===== src/ncl_defs.svh =====
// register offsets, field positions and reset values of the command launch block
// assumes a 32-bit axi4-lite slave with byte addresses and word-aligned registers
`ifndef NCL_DEFS_SVH
`define NCL_DEFS_SVH

//****************************************************************
// register byte offsets
//****************************************************************
`define NCL_OFS_DIV      8'h00
`define NCL_OFS_STAT     8'h04
`define NCL_OFS_CFG      8'h08
`define NCL_OFS_IDX      8'h0C
`define NCL_OFS_OBJ      8'h10
`define NCL_OFS_ECFG     8'h14
`define NCL_OFS_ESTAT    8'h18
`define NCL_OFS_SEC      8'h1C

//****************************************************************
// field positions
//****************************************************************
`define NCL_DIV_LD_BIT   7
`define NCL_DIV_MSB      5
`define NCL_STAT_CC_BIT  7
`define NCL_STAT_AE_BIT  5
`define NCL_STAT_PV_BIT  4
`define NCL_CFG_COMPLETE_IRQ_ENABLE_BIT 7
`define NCL_ECC_DF_BIT   1
`define NCL_ECC_SF_BIT   0
`define NCL_SEC_BIT      0

//****************************************************************
// reset values and sizes
//****************************************************************
`define NCL_DIV_RST      6'h00
`define NCL_IDX_RST      3'h0
`define NCL_OBJ_RST      16'h0000
`define NCL_OBJ_WORDS    6
`define NCL_RESP_OKAY    2'h0
`define NCL_RESP_SLVERR  2'h2

`endif


===== src/ncl_pkg.sv =====
// types shared by the command launch block
// assumes ncl_defs.svh is compiled alongside
package ncl_pkg;

   //****************************************************************
   // types
   //****************************************************************
   typedef logic [15:0] ncl_word_t;
   typedef logic [7:0]  ncl_code_t;
   typedef enum logic {NCL_IDLE, NCL_BUSY} ncl_state_t;

endpackage


===== src/ncl_cmd_permit.sv =====
// command code screening by security state
// assumes a stable code and security level for the cycle of the check
`timescale 1ns/1ns

module ncl_cmd_permit
   import ncl_pkg::*;
(
   input  wire ncl_code_t code_in,
   input  wire logic      secured_in,
   output logic           permitted_out,
   output logic           prog_erase_out
);

   //****************************************************************
   // allowed codes per security state
   //****************************************************************
   // unsecured and secured command sets
   always_comb
   begin
      permitted_out = 1'b0;
      unique case (code_in)
         8'h01, 8'h02, 8'h08, 8'h09, 8'h0C, 8'h10: permitted_out = 1'b1;
         8'h03, 8'h04, 8'h06, 8'h07, 8'h0A, 8'h0D, 8'h11, 8'h12:
            permitted_out = !secured_in;
         8'h0B: permitted_out = secured_in;
         default: permitted_out = 1'b0;
      endcase
   end

   //****************************************************************
   // program and erase class
   //****************************************************************
   // codes that need the divider loaded
   always_comb
   begin
      prog_erase_out = 1'b0;
      unique case (code_in)
         8'h06, 8'h07, 8'h08, 8'h09, 8'h0A, 8'h0B, 8'h11, 8'h12: prog_erase_out = 1'b1;
         default: prog_erase_out = 1'b0;
      endcase
   end

endmodule


===== src/ncl_launch_ctrl.sv =====
// command front end of the nvm controller: divider, command object, launch, flags
// assumes the memory controller pulses done once per started command
// Summary of operation
// RQ1: no program or erase below 0.8 MHz
// RQ2: software picks divide value with care
// RQ3: divider write sets the loaded flag
// RQ4: loaded flag reads zero until first write
// RQ5: unloaded divider blocks program/erase, sets error
// RQ6: software clears errors, checks complete first
// RQ7: object writes ignored while command active
// RQ8: index field selects the object word
// RQ9: writing one launches and clears complete
// RQ10: object locked from launch to finish
// RQ11: complete stays low, returns at finish
// RQ12: results readable only after completion
// RQ13: indices six, seven ignore writes, read zero
// RQ14: word zero code plus high address byte
// RQ15: words two to five carry data
// RQ16: unsecured code set, no unsecure command
// RQ17: secured code set is restricted
// RQ18: complete interrupt when flag and enable
// RQ19: error interrupt from enabled ecc faults
// RQ20: software divides bus clock near 1 MHz
// RQ21: reset aborts an active command
// RQ22: refused code sets access error only
`timescale 1ns/1ns
`include "ncl_defs.svh"

module ncl_launch_ctrl
   import ncl_pkg::*;
#(
   parameter int ADDR_W = 8
)
(
   input  wire logic              core_clk_in,
   input  wire logic              sys_rst_in,
   // axi4-lite slave
   input  wire logic [ADDR_W-1:0] s_axi_awaddr_in,
   input  wire logic              s_axi_awvalid_in,
   output logic                   s_axi_awready_out,
   input  wire logic [31:0]       s_axi_wdata_in,
   input  wire logic [3:0]        s_axi_wstrb_in,
   input  wire logic              s_axi_wvalid_in,
   output logic                   s_axi_wready_out,
   output logic [1:0]             s_axi_bresp_out,
   output logic                   s_axi_bvalid_out,
   input  wire logic              s_axi_bready_in,
   input  wire logic [ADDR_W-1:0] s_axi_araddr_in,
   input  wire logic              s_axi_arvalid_in,
   output logic                   s_axi_arready_out,
   output logic [31:0]            s_axi_rdata_out,
   output logic [1:0]             s_axi_rresp_out,
   output logic                   s_axi_rvalid_out,
   input  wire logic              s_axi_rready_in,
   // memory controller side
   input  wire logic              secured_in,
   output logic                   cmd_start_out,
   output logic [7:0]             cmd_code_out,
   output logic [23:0]            cmd_addr_out,
   output logic [15:0]            cmd_data0_out,
   output logic [15:0]            cmd_data1_out,
   output logic [15:0]            cmd_data2_out,
   output logic [15:0]            cmd_data3_out,
   output logic [5:0]             clock_divide_field_out,
   input  wire logic              cmd_done_in,
   input  wire logic              res_we_in,
   input  wire logic [2:0]        res_idx_in,
   input  wire logic [15:0]       res_data_in,
   input  wire logic              prot_viol_in,
   input  wire logic              ecc_double_in,
   input  wire logic              ecc_single_in,
   // interrupt requests
   output logic                   cmd_irq_out,
   output logic                   err_irq_out
);

   //****************************************************************
   // declarations
   //****************************************************************
   logic [ADDR_W-1:0] awaddr_ff;
   logic              aw_got_ff;
   logic [31:0]       wdata_ff;
   logic [3:0]        wstrb_ff;
   logic              w_got_ff;
   logic              bvalid_ff;
   logic [1:0]        bresp_ff;
   logic              rvalid_ff;
   logic [1:0]        rresp_ff;
   logic [31:0]       rdata_ff;
   logic [31:0]       nxt_rdata;
   logic              nxt_rmapped;
   logic              do_wr;
   logic              wr_mapped;
   logic [7:0]        wa;
   logic [7:0]        ra;

   ncl_state_t        state_ff;
   logic [5:0]        div_ff;
   logic              div_loaded_ff;
   logic              acc_err_ff;
   logic              prot_viol_ff;
   logic              complete_irq_enable_ff;
   logic [2:0]        idx_ff;
   logic              df_ie_ff;
   logic              sf_ie_ff;
   logic              df_flag_ff;
   logic              sf_flag_ff;
   logic              start_ff;
   ncl_word_t         obj_ff [`NCL_OBJ_WORDS];

   logic              command_complete_flag;
   logic              launch_req;
   logic              launch_ok;
   logic              launch_bad;
   logic              permitted;
   logic              prog_erase;
   logic              wr_div;
   logic              wr_stat;
   logic              wr_cfg;
   logic              wr_idx;
   logic              wr_obj;
   logic              wr_ecfg;
   logic              wr_estat;

   //****************************************************************
   // axi4-lite write channels
   //****************************************************************
   assign s_axi_awready_out = !aw_got_ff && !bvalid_ff;
   assign s_axi_wready_out  = !w_got_ff && !bvalid_ff;
   assign s_axi_bvalid_out  = bvalid_ff;
   assign s_axi_bresp_out   = bresp_ff;
   assign do_wr             = aw_got_ff && w_got_ff && !bvalid_ff;
   assign wa                = awaddr_ff[7:0];

   // address and data taken in either order
   always_ff @(posedge core_clk_in)
   begin
      if (sys_rst_in)
      begin
         aw_got_ff <= 1'b0;
         w_got_ff  <= 1'b0;
         awaddr_ff <= '0;
         wdata_ff  <= 32'h00000000;
         wstrb_ff  <= 4'h0;
      end
      else if (do_wr)
      begin
         aw_got_ff <= 1'b0;
         w_got_ff  <= 1'b0;
      end
      else
      begin
         if (s_axi_awvalid_in && s_axi_awready_out)
         begin
            aw_got_ff <= 1'b1;
            awaddr_ff <= s_axi_awaddr_in;
         end
         if (s_axi_wvalid_in && s_axi_wready_out)
         begin
            w_got_ff <= 1'b1;
            wdata_ff <= s_axi_wdata_in;
            wstrb_ff <= s_axi_wstrb_in;
         end
      end
   end

   // write response, one cycle after both halves are held
   always_ff @(posedge core_clk_in)
   begin
      if (sys_rst_in)
      begin
         bvalid_ff <= 1'b0;
         bresp_ff  <= `NCL_RESP_OKAY;
      end
      else if (do_wr)
      begin
         bvalid_ff <= 1'b1;
         bresp_ff  <= wr_mapped ? `NCL_RESP_OKAY : `NCL_RESP_SLVERR;
      end
      else if (s_axi_bready_in)
         bvalid_ff <= 1'b0;
   end

   // write address decode
   assign wr_div    = do_wr && (wa == `NCL_OFS_DIV);
   assign wr_stat   = do_wr && (wa == `NCL_OFS_STAT);
   assign wr_cfg    = do_wr && (wa == `NCL_OFS_CFG);
   assign wr_idx    = do_wr && (wa == `NCL_OFS_IDX);
   assign wr_obj    = do_wr && (wa == `NCL_OFS_OBJ);
   assign wr_ecfg   = do_wr && (wa == `NCL_OFS_ECFG);
   assign wr_estat  = do_wr && (wa == `NCL_OFS_ESTAT);
   assign wr_mapped = (wa == `NCL_OFS_DIV) || (wa == `NCL_OFS_STAT) ||
                      (wa == `NCL_OFS_CFG) || (wa == `NCL_OFS_IDX) ||
                      (wa == `NCL_OFS_OBJ) || (wa == `NCL_OFS_ECFG) ||
                      (wa == `NCL_OFS_ESTAT) || (wa == `NCL_OFS_SEC);

   //****************************************************************
   // axi4-lite read channels
   //****************************************************************
   assign s_axi_arready_out = !rvalid_ff;
   assign s_axi_rvalid_out  = rvalid_ff;
   assign s_axi_rdata_out   = rdata_ff;
   assign s_axi_rresp_out   = rresp_ff;
   assign ra                = s_axi_araddr_in[7:0];

   // read data mux
   always_comb
   begin
      nxt_rdata   = 32'h00000000;
      nxt_rmapped = 1'b1;
      unique case (ra)
         `NCL_OFS_DIV:
         begin
            nxt_rdata[`NCL_DIV_LD_BIT]   = div_loaded_ff;
            nxt_rdata[`NCL_DIV_MSB:0]    = div_ff;
         end
         `NCL_OFS_STAT:
         begin
            nxt_rdata[`NCL_STAT_CC_BIT]  = command_complete_flag;
            nxt_rdata[`NCL_STAT_AE_BIT]  = acc_err_ff;
            nxt_rdata[`NCL_STAT_PV_BIT]  = prot_viol_ff;
         end
         `NCL_OFS_CFG:   nxt_rdata[`NCL_CFG_COMPLETE_IRQ_ENABLE_BIT] = complete_irq_enable_ff;
         `NCL_OFS_IDX:   nxt_rdata[2:0] = idx_ff;
         `NCL_OFS_OBJ:
         begin
            // RQ12 results after completion
            // RQ13 unused indices read zero
            if (command_complete_flag && (idx_ff < 3'(`NCL_OBJ_WORDS)))
               nxt_rdata[15:0] = obj_ff[idx_ff];
         end
         `NCL_OFS_ECFG:
         begin
            nxt_rdata[`NCL_ECC_DF_BIT]   = df_ie_ff;
            nxt_rdata[`NCL_ECC_SF_BIT]   = sf_ie_ff;
         end
         `NCL_OFS_ESTAT:
         begin
            nxt_rdata[`NCL_ECC_DF_BIT]   = df_flag_ff;
            nxt_rdata[`NCL_ECC_SF_BIT]   = sf_flag_ff;
         end
         `NCL_OFS_SEC:   nxt_rdata[`NCL_SEC_BIT] = secured_in;
         default:        nxt_rmapped = 1'b0;
      endcase
   end

   // registered read answer one cycle after the address
   always_ff @(posedge core_clk_in)
   begin
      if (sys_rst_in)
      begin
         rvalid_ff <= 1'b0;
         rdata_ff  <= 32'h00000000;
         rresp_ff  <= `NCL_RESP_OKAY;
      end
      else if (s_axi_arvalid_in && s_axi_arready_out)
      begin
         rvalid_ff <= 1'b1;
         rdata_ff  <= nxt_rdata;
         rresp_ff  <= nxt_rmapped ? `NCL_RESP_OKAY : `NCL_RESP_SLVERR;
      end
      else if (s_axi_rready_in)
         rvalid_ff <= 1'b0;
   end

   //****************************************************************
   // clock divider
   //****************************************************************
   // RQ3 RQ4 loaded flag on write
   always_ff @(posedge core_clk_in)
   begin
      if (sys_rst_in)
      begin
         div_ff        <= `NCL_DIV_RST;
         div_loaded_ff <= 1'b0;
      end
      else if (wr_div)
      begin
         div_loaded_ff <= 1'b1;
         if (wstrb_ff[0])
            div_ff <= wdata_ff[`NCL_DIV_MSB:0];
      end
   end
   assign clock_divide_field_out = div_ff;

   //****************************************************************
   // command screening and launch
   //****************************************************************
   ncl_cmd_permit u_permit
   (
      .code_in        (obj_ff[0][15:8]),
      .secured_in     (secured_in),
      .permitted_out  (permitted),
      .prog_erase_out (prog_erase)
   );

   assign command_complete_flag       = (state_ff == NCL_IDLE);
   assign launch_req = wr_stat && wstrb_ff[0] && wdata_ff[`NCL_STAT_CC_BIT] && command_complete_flag &&
                       !acc_err_ff && !prot_viol_ff;
   // RQ5 RQ16 RQ17 RQ22 refuse bad launch
   assign launch_bad = launch_req && (!permitted || (prog_erase && !div_loaded_ff));
   assign launch_ok  = launch_req && !launch_bad;

   // RQ9 RQ11 RQ21 launch and completion
   always_ff @(posedge core_clk_in)
   begin
      if (sys_rst_in)
      begin
         state_ff <= NCL_IDLE;
         start_ff <= 1'b0;
      end
      else
      begin
         start_ff <= launch_ok;
         unique case (state_ff)
            NCL_IDLE: if (launch_ok) state_ff <= NCL_BUSY;
            NCL_BUSY: if (cmd_done_in) state_ff <= NCL_IDLE;
         endcase
      end
   end
   assign cmd_start_out = start_ff;

   // status error flags, set wins over clear
   always_ff @(posedge core_clk_in)
   begin
      if (sys_rst_in)
      begin
         acc_err_ff   <= 1'b0;
         prot_viol_ff <= 1'b0;
      end
      else
      begin
         // RQ5 access error on refusal
         if (launch_bad)
            acc_err_ff <= 1'b1;
         else if (wr_stat && wstrb_ff[0] && wdata_ff[`NCL_STAT_AE_BIT])
            acc_err_ff <= 1'b0;
         if (prot_viol_in)
            prot_viol_ff <= 1'b1;
         else if (wr_stat && wstrb_ff[0] && wdata_ff[`NCL_STAT_PV_BIT])
            prot_viol_ff <= 1'b0;
      end
   end

   //****************************************************************
   // command object array
   //****************************************************************
   // RQ8 index select register
   always_ff @(posedge core_clk_in)
   begin
      if (sys_rst_in)
         idx_ff <= `NCL_IDX_RST;
      else if (wr_idx && wstrb_ff[0])
         idx_ff <= wdata_ff[2:0];
   end

   // one word per index, software or controller results
   for (genvar g = 0; g < `NCL_OBJ_WORDS; g++)
   begin : g_obj
      always_ff @(posedge core_clk_in)
      begin
         if (sys_rst_in)
            obj_ff[g] <= `NCL_OBJ_RST;
         // RQ7 RQ10 locked while active
         else if (wr_obj && command_complete_flag && (idx_ff == 3'(g)))
         begin
            if (wstrb_ff[0])
               obj_ff[g][7:0] <= wdata_ff[7:0];
            if (wstrb_ff[1])
               obj_ff[g][15:8] <= wdata_ff[15:8];
         end
         // RQ11 results placed while the command is active
         else if (res_we_in && !command_complete_flag && (res_idx_in == 3'(g)))
            obj_ff[g] <= res_data_in;
      end
   end

   // RQ14 RQ15 parameter fields to controller
   assign cmd_code_out  = obj_ff[0][15:8];
   assign cmd_addr_out  = {obj_ff[0][7:0], obj_ff[1]};
   assign cmd_data0_out = obj_ff[2];
   assign cmd_data1_out = obj_ff[3];
   assign cmd_data2_out = obj_ff[4];
   assign cmd_data3_out = obj_ff[5];

   //****************************************************************
   // configuration and ecc fault flags
   //****************************************************************
   // interrupt enables
   always_ff @(posedge core_clk_in)
   begin
      if (sys_rst_in)
      begin
         complete_irq_enable_ff  <= 1'b0;
         df_ie_ff <= 1'b0;
         sf_ie_ff <= 1'b0;
      end
      else
      begin
         if (wr_cfg && wstrb_ff[0])
            complete_irq_enable_ff <= wdata_ff[`NCL_CFG_COMPLETE_IRQ_ENABLE_BIT];
         if (wr_ecfg && wstrb_ff[0])
         begin
            df_ie_ff <= wdata_ff[`NCL_ECC_DF_BIT];
            sf_ie_ff <= wdata_ff[`NCL_ECC_SF_BIT];
         end
      end
   end

   // fault flags, set wins over write-one clear
   always_ff @(posedge core_clk_in)
   begin
      if (sys_rst_in)
      begin
         df_flag_ff <= 1'b0;
         sf_flag_ff <= 1'b0;
      end
      else
      begin
         if (ecc_double_in)
            df_flag_ff <= 1'b1;
         else if (wr_estat && wstrb_ff[0] && wdata_ff[`NCL_ECC_DF_BIT])
            df_flag_ff <= 1'b0;
         if (ecc_single_in)
            sf_flag_ff <= 1'b1;
         else if (wr_estat && wstrb_ff[0] && wdata_ff[`NCL_ECC_SF_BIT])
            sf_flag_ff <= 1'b0;
      end
   end

   //****************************************************************
   // interrupt requests
   //****************************************************************
   // RQ18 completion request
   assign cmd_irq_out = command_complete_flag && complete_irq_enable_ff;
   // RQ19 ecc fault request
   assign err_irq_out = (df_flag_ff && df_ie_ff) || (sf_flag_ff && sf_ie_ff);

endmodule


===== config.mk =====
export PLATFORM = sky130hd
export DESIGN_NAME = ncl_launch_ctrl
export DESIGN_NICKNAME = d
export VERILOG_FILES = /design/src/ncl_pkg.sv /design/src/ncl_cmd_permit.sv /design/src/ncl_launch_ctrl.sv
export VERILOG_INCLUDE_DIRS = /design/src
export SDC_FILE = /design/constraint.sdc
export NUM_CORES = 1
export LEC_CHECK = 0
export BUFFER_PORTS_ARGS = -buffer_cell sky130_fd_sc_hd__buf_2
export CORE_AREA = 5 5 175 93
export DETAILED_ROUTE_END_ITERATION = 6
export DIE_AREA = 0 0 180 98
export PLACE_DENSITY = 0.83
export SLEW_MARGIN = 20
export SYNTH_ARGS = -nofsm -noshare
export SYNTH_HDL_FRONTEND = slang
export SYNTH_HIERARCHICAL = 1
export SYNTH_SLANG_ARGS = --single-unit

===== constraint.sdc =====
create_clock -name core_clk_in -period 3.9 [get_ports core_clk_in]
set_input_delay 0.39 -clock core_clk_in [delete_from_list [all_inputs] [get_ports core_clk_in]]
set_output_delay 0.39 -clock core_clk_in [all_outputs]
set_load 0.005 [all_outputs]

==> flow_summary.yaml <==
finish:
  fillCellCount: 1178
  syn_to_final_growth_pct: 22.2
  fin_cells: 1210
  drive_above_1_share: 0.293
  final_common_cell: "buf_2"
  antenna_cells_inserted: 0
  nNetsFinal: 1081
  final_cell_mix: "193 x buf_2, 186 x nand2_1, 115 x o21ai_0, 96 x edfxtp_1, 70 x dfxtp_1"
clocking:
  cts_tree: "done"
  cts.repair.resized: 0
  cts_made_buffers: 17
  post_cts_buffers: 0
  cts-hold-fix-buffers: 0
  cts_buffer_depth: 2
  clockRootBuffer: "clkbuf_16"
  cts.clk_slew.worst_paths_ns: 0.07
  clk_latency_ns: 0.43
  htree_levels: 4
  cts_num_sinks: 166
yosys:
  synthAdderAreaFrac: 0.00631
  synth_ff_type: "edfxtp_1"
  synth_cell_types: 51
  synth_top_family_by_area: "simple AND/OR/NAND/NOR gates"
  seq_area_frac_synth: 0.540
  synth-compound-area-share: 0.143
  ys_ff_latch: 166
  syn_area_per_cell_um2: 9.93
  synth_edf_count: 96
  synthCells: 799
  muxShareOfSynthArea: 0.0987
  synthTopCellsByArea: "edfxtp_1 36%, dfxtp_1 18%, nand2_1 8.8%"
  synth-async-reset-ratio: 0
  yosysWarnings: 6
  synth-simple-area-share: 0.165
  synth_xor_area_frac: 0.00110
  yosys.area.top_type_share: 0.363
  yosys.area.top_type: "edfxtp_1"
  netlist_area_um2: 7930
timing:
  fin_skew_ns: 0.0165
  min_period_over_period: 0.735
  finalSetupTns_ns: 0
  hold_ws_ns: 0.138
  rsz0062_at_grt: "no"
  finalSetupViolations: 0
  max_freq_mhz: 349
  fin_crit_ns: 2.87
  drv_slew: 0
  tightest_slew_ns: 1.06
  hold_viol_final: 0
  max_slew_margin: 0.293
placed_design:
  port_buffers: 193
  dp_cells: 1178
  gp_congestion: 0.890
  dpl.hpwl_mm: 18.6
global_routing:
  first_global_vias: 6837
  grtUsageMet1: 0.409
  grt_usage: 0.279
  grt_max_degree: 38
  antenna_found_initial: 1
  met3_usage: 0.0834
  gr-max-usage-layer: "met1"
  grt_pass1_wl_mm: 38.3
  grt_use_met2: 0.405
  overflow: 0
worst_setup_path:
  path_buf_inv: 1
  worstSetupStartpointType: "register"
  end_kind: "register"
  setup.worst_path.class: "reg2reg"
  crit_slowest_cell: "nor4b_1"
  r2r_setup_slack_ns: 1.03
  cp.required_ns: 4.03
  cpPeakStageDelay_ns: 0.62
  path_max_fanout: 18
  critical_path.cell_chain: "nand3b_1, nor4b_1, nand2_1, o21ai_0, buf_4"
  worstPathArrival_ns: 3.00
  cp_top_family: "simple AND/OR/NAND/NOR gates"
job:
  max_cap_viol_count: 0
min_path:
  hp-class: "in2reg"
pwr:
  power.density_nw_per_um2: 404
  p_total_uw: 3910
  combPwrFrac: 0.077
  p_sw_uw: 983
  ir_drop_uv: 278
  pwr-share-clk: 0.420
  power.share.sequential: 0.503
  cellInternalPower_uw: 2930
  switching_share: 0.251
  leakagePower_uw: 0.00377
route:
  drc: 0
  wl_per_cell_um: 20.9
  viasPerCell: 5.98
  dr.pass1.iters: 7
  wl_mm: 25.3
  via_count: 7238
  ant_nets: 0
  drt-initial-drc-count: 1035
die:
  ios: 230
  coreArea_um2: 14800
  die-area_um2: 17600
  num_rows: 32
  start_util: 0.537
  die_w_um: 180
  die_y_um: 98
run_status:
  outcome: "finished, final reports clean"
==> state kept, by name, indices dropped and copies added, names as in the netlist, 2 cells and up, named ones only <==
name                    flops
s_axi_rdata_out            16
clock_divide_field_out      6
wdata_ff                   16
wstrb_ff                    2
obj_ff                     96
idx_ff                      3
awaddr_ff                   8
==> synthesized netlist by cell type (3+ instances only) <==
cell type	count
nand2_1	186
o21ai_0	115
edfxtp_1	96
dfxtp_1	70
nor2_1	50
a21oi_1	44
clkbuf_1	31
mux2i_1	22
buf_4	18
mux2_2	18
nor3_1	17
mux4_2	16
inv_1	14
a22o_1	10
nand2b_1	8
nand3_1	6
nor4_1	6
a311oi_1	5
buf_1	5
nor2b_1	5
a31oi_1	4
ha_1	4
a211oi_1	3
buf_2	3
nand3b_1	3
nand4b_1	3
o211ai_1	3
o21bai_1	3
==> metrics by stage <==
step,setup slack [ns],instance area (µm²),utilization
global route,0.709,9690,0.656
finish,1.03,9690,0.656
floorplan,1.29,8000,-
global placement,1.26,9130,0.618
detailed placement,1.16,9130,0.618
CTS,1.12,9690,0.656
==> logic make-up (layout without fill, tap and decap cells) <==
| group | Yosys count | count (layout) |
|---|---|---|
| and+or+nand+nor | 298 | 298 |
| AOI/OAI and AO/OA | 200 | 200 |
| other | 1 | 18 |
| muxes | 56 | 56 |
| xor gates and xnor gates | 1 | 1 |
| DFF | 166 | 166 |
| buffers and inverters | 73 | 263 |
| adders and majority gates | 4 | 4 |
==> cell type report <==
type,count,area [µm²],area share
multi-input cells,577,3390,0.350
clock buffers,21,483,0.0498
well taps,204,255,0.0263
inverters,14,52.6,0.00542
repair buffers,217,1150,0.118
flip-flops and latches,166,4280,0.442
clock inverters,11,82.6,0.00852
==> power by group through the flow <==
stage               Combinational (µW)  Clock (µW)  Sequential, µW
floorplan                          161           0            1990
global placement                   286           0            2000
detailed placement                 294           0            2010
CTS                                297        1640            1970
global route                       328        1710            1980
finish                             301        1640            1970
==> per-layer routing <==
metal	wire (µm)	vias up	share of wire
li1	-	3227	-
met1	10200	3384	0.40
met2	10700	579	0.42
met3	3920	46	0.16
met4	435	2	0.017
met5	17	-	0.00067
==> path summary, 6_finish.rpt <==
| kind | from | end | cells past startpoint |
|---|---|---|---|
| hold / removal | s_axi_rready_in | s_axi_rvalid_out | 2 |
| hold reg to reg | wstrb_ff[1] | wstrb_ff[1] | 2 |
| setup / recovery | s_axi_bvalid_out | obj_ff[2][4] | 5 |
| setup reg to reg | s_axi_bvalid_out | obj_ff[2][4] | 5 |
(Power assumes the default switching activity.)
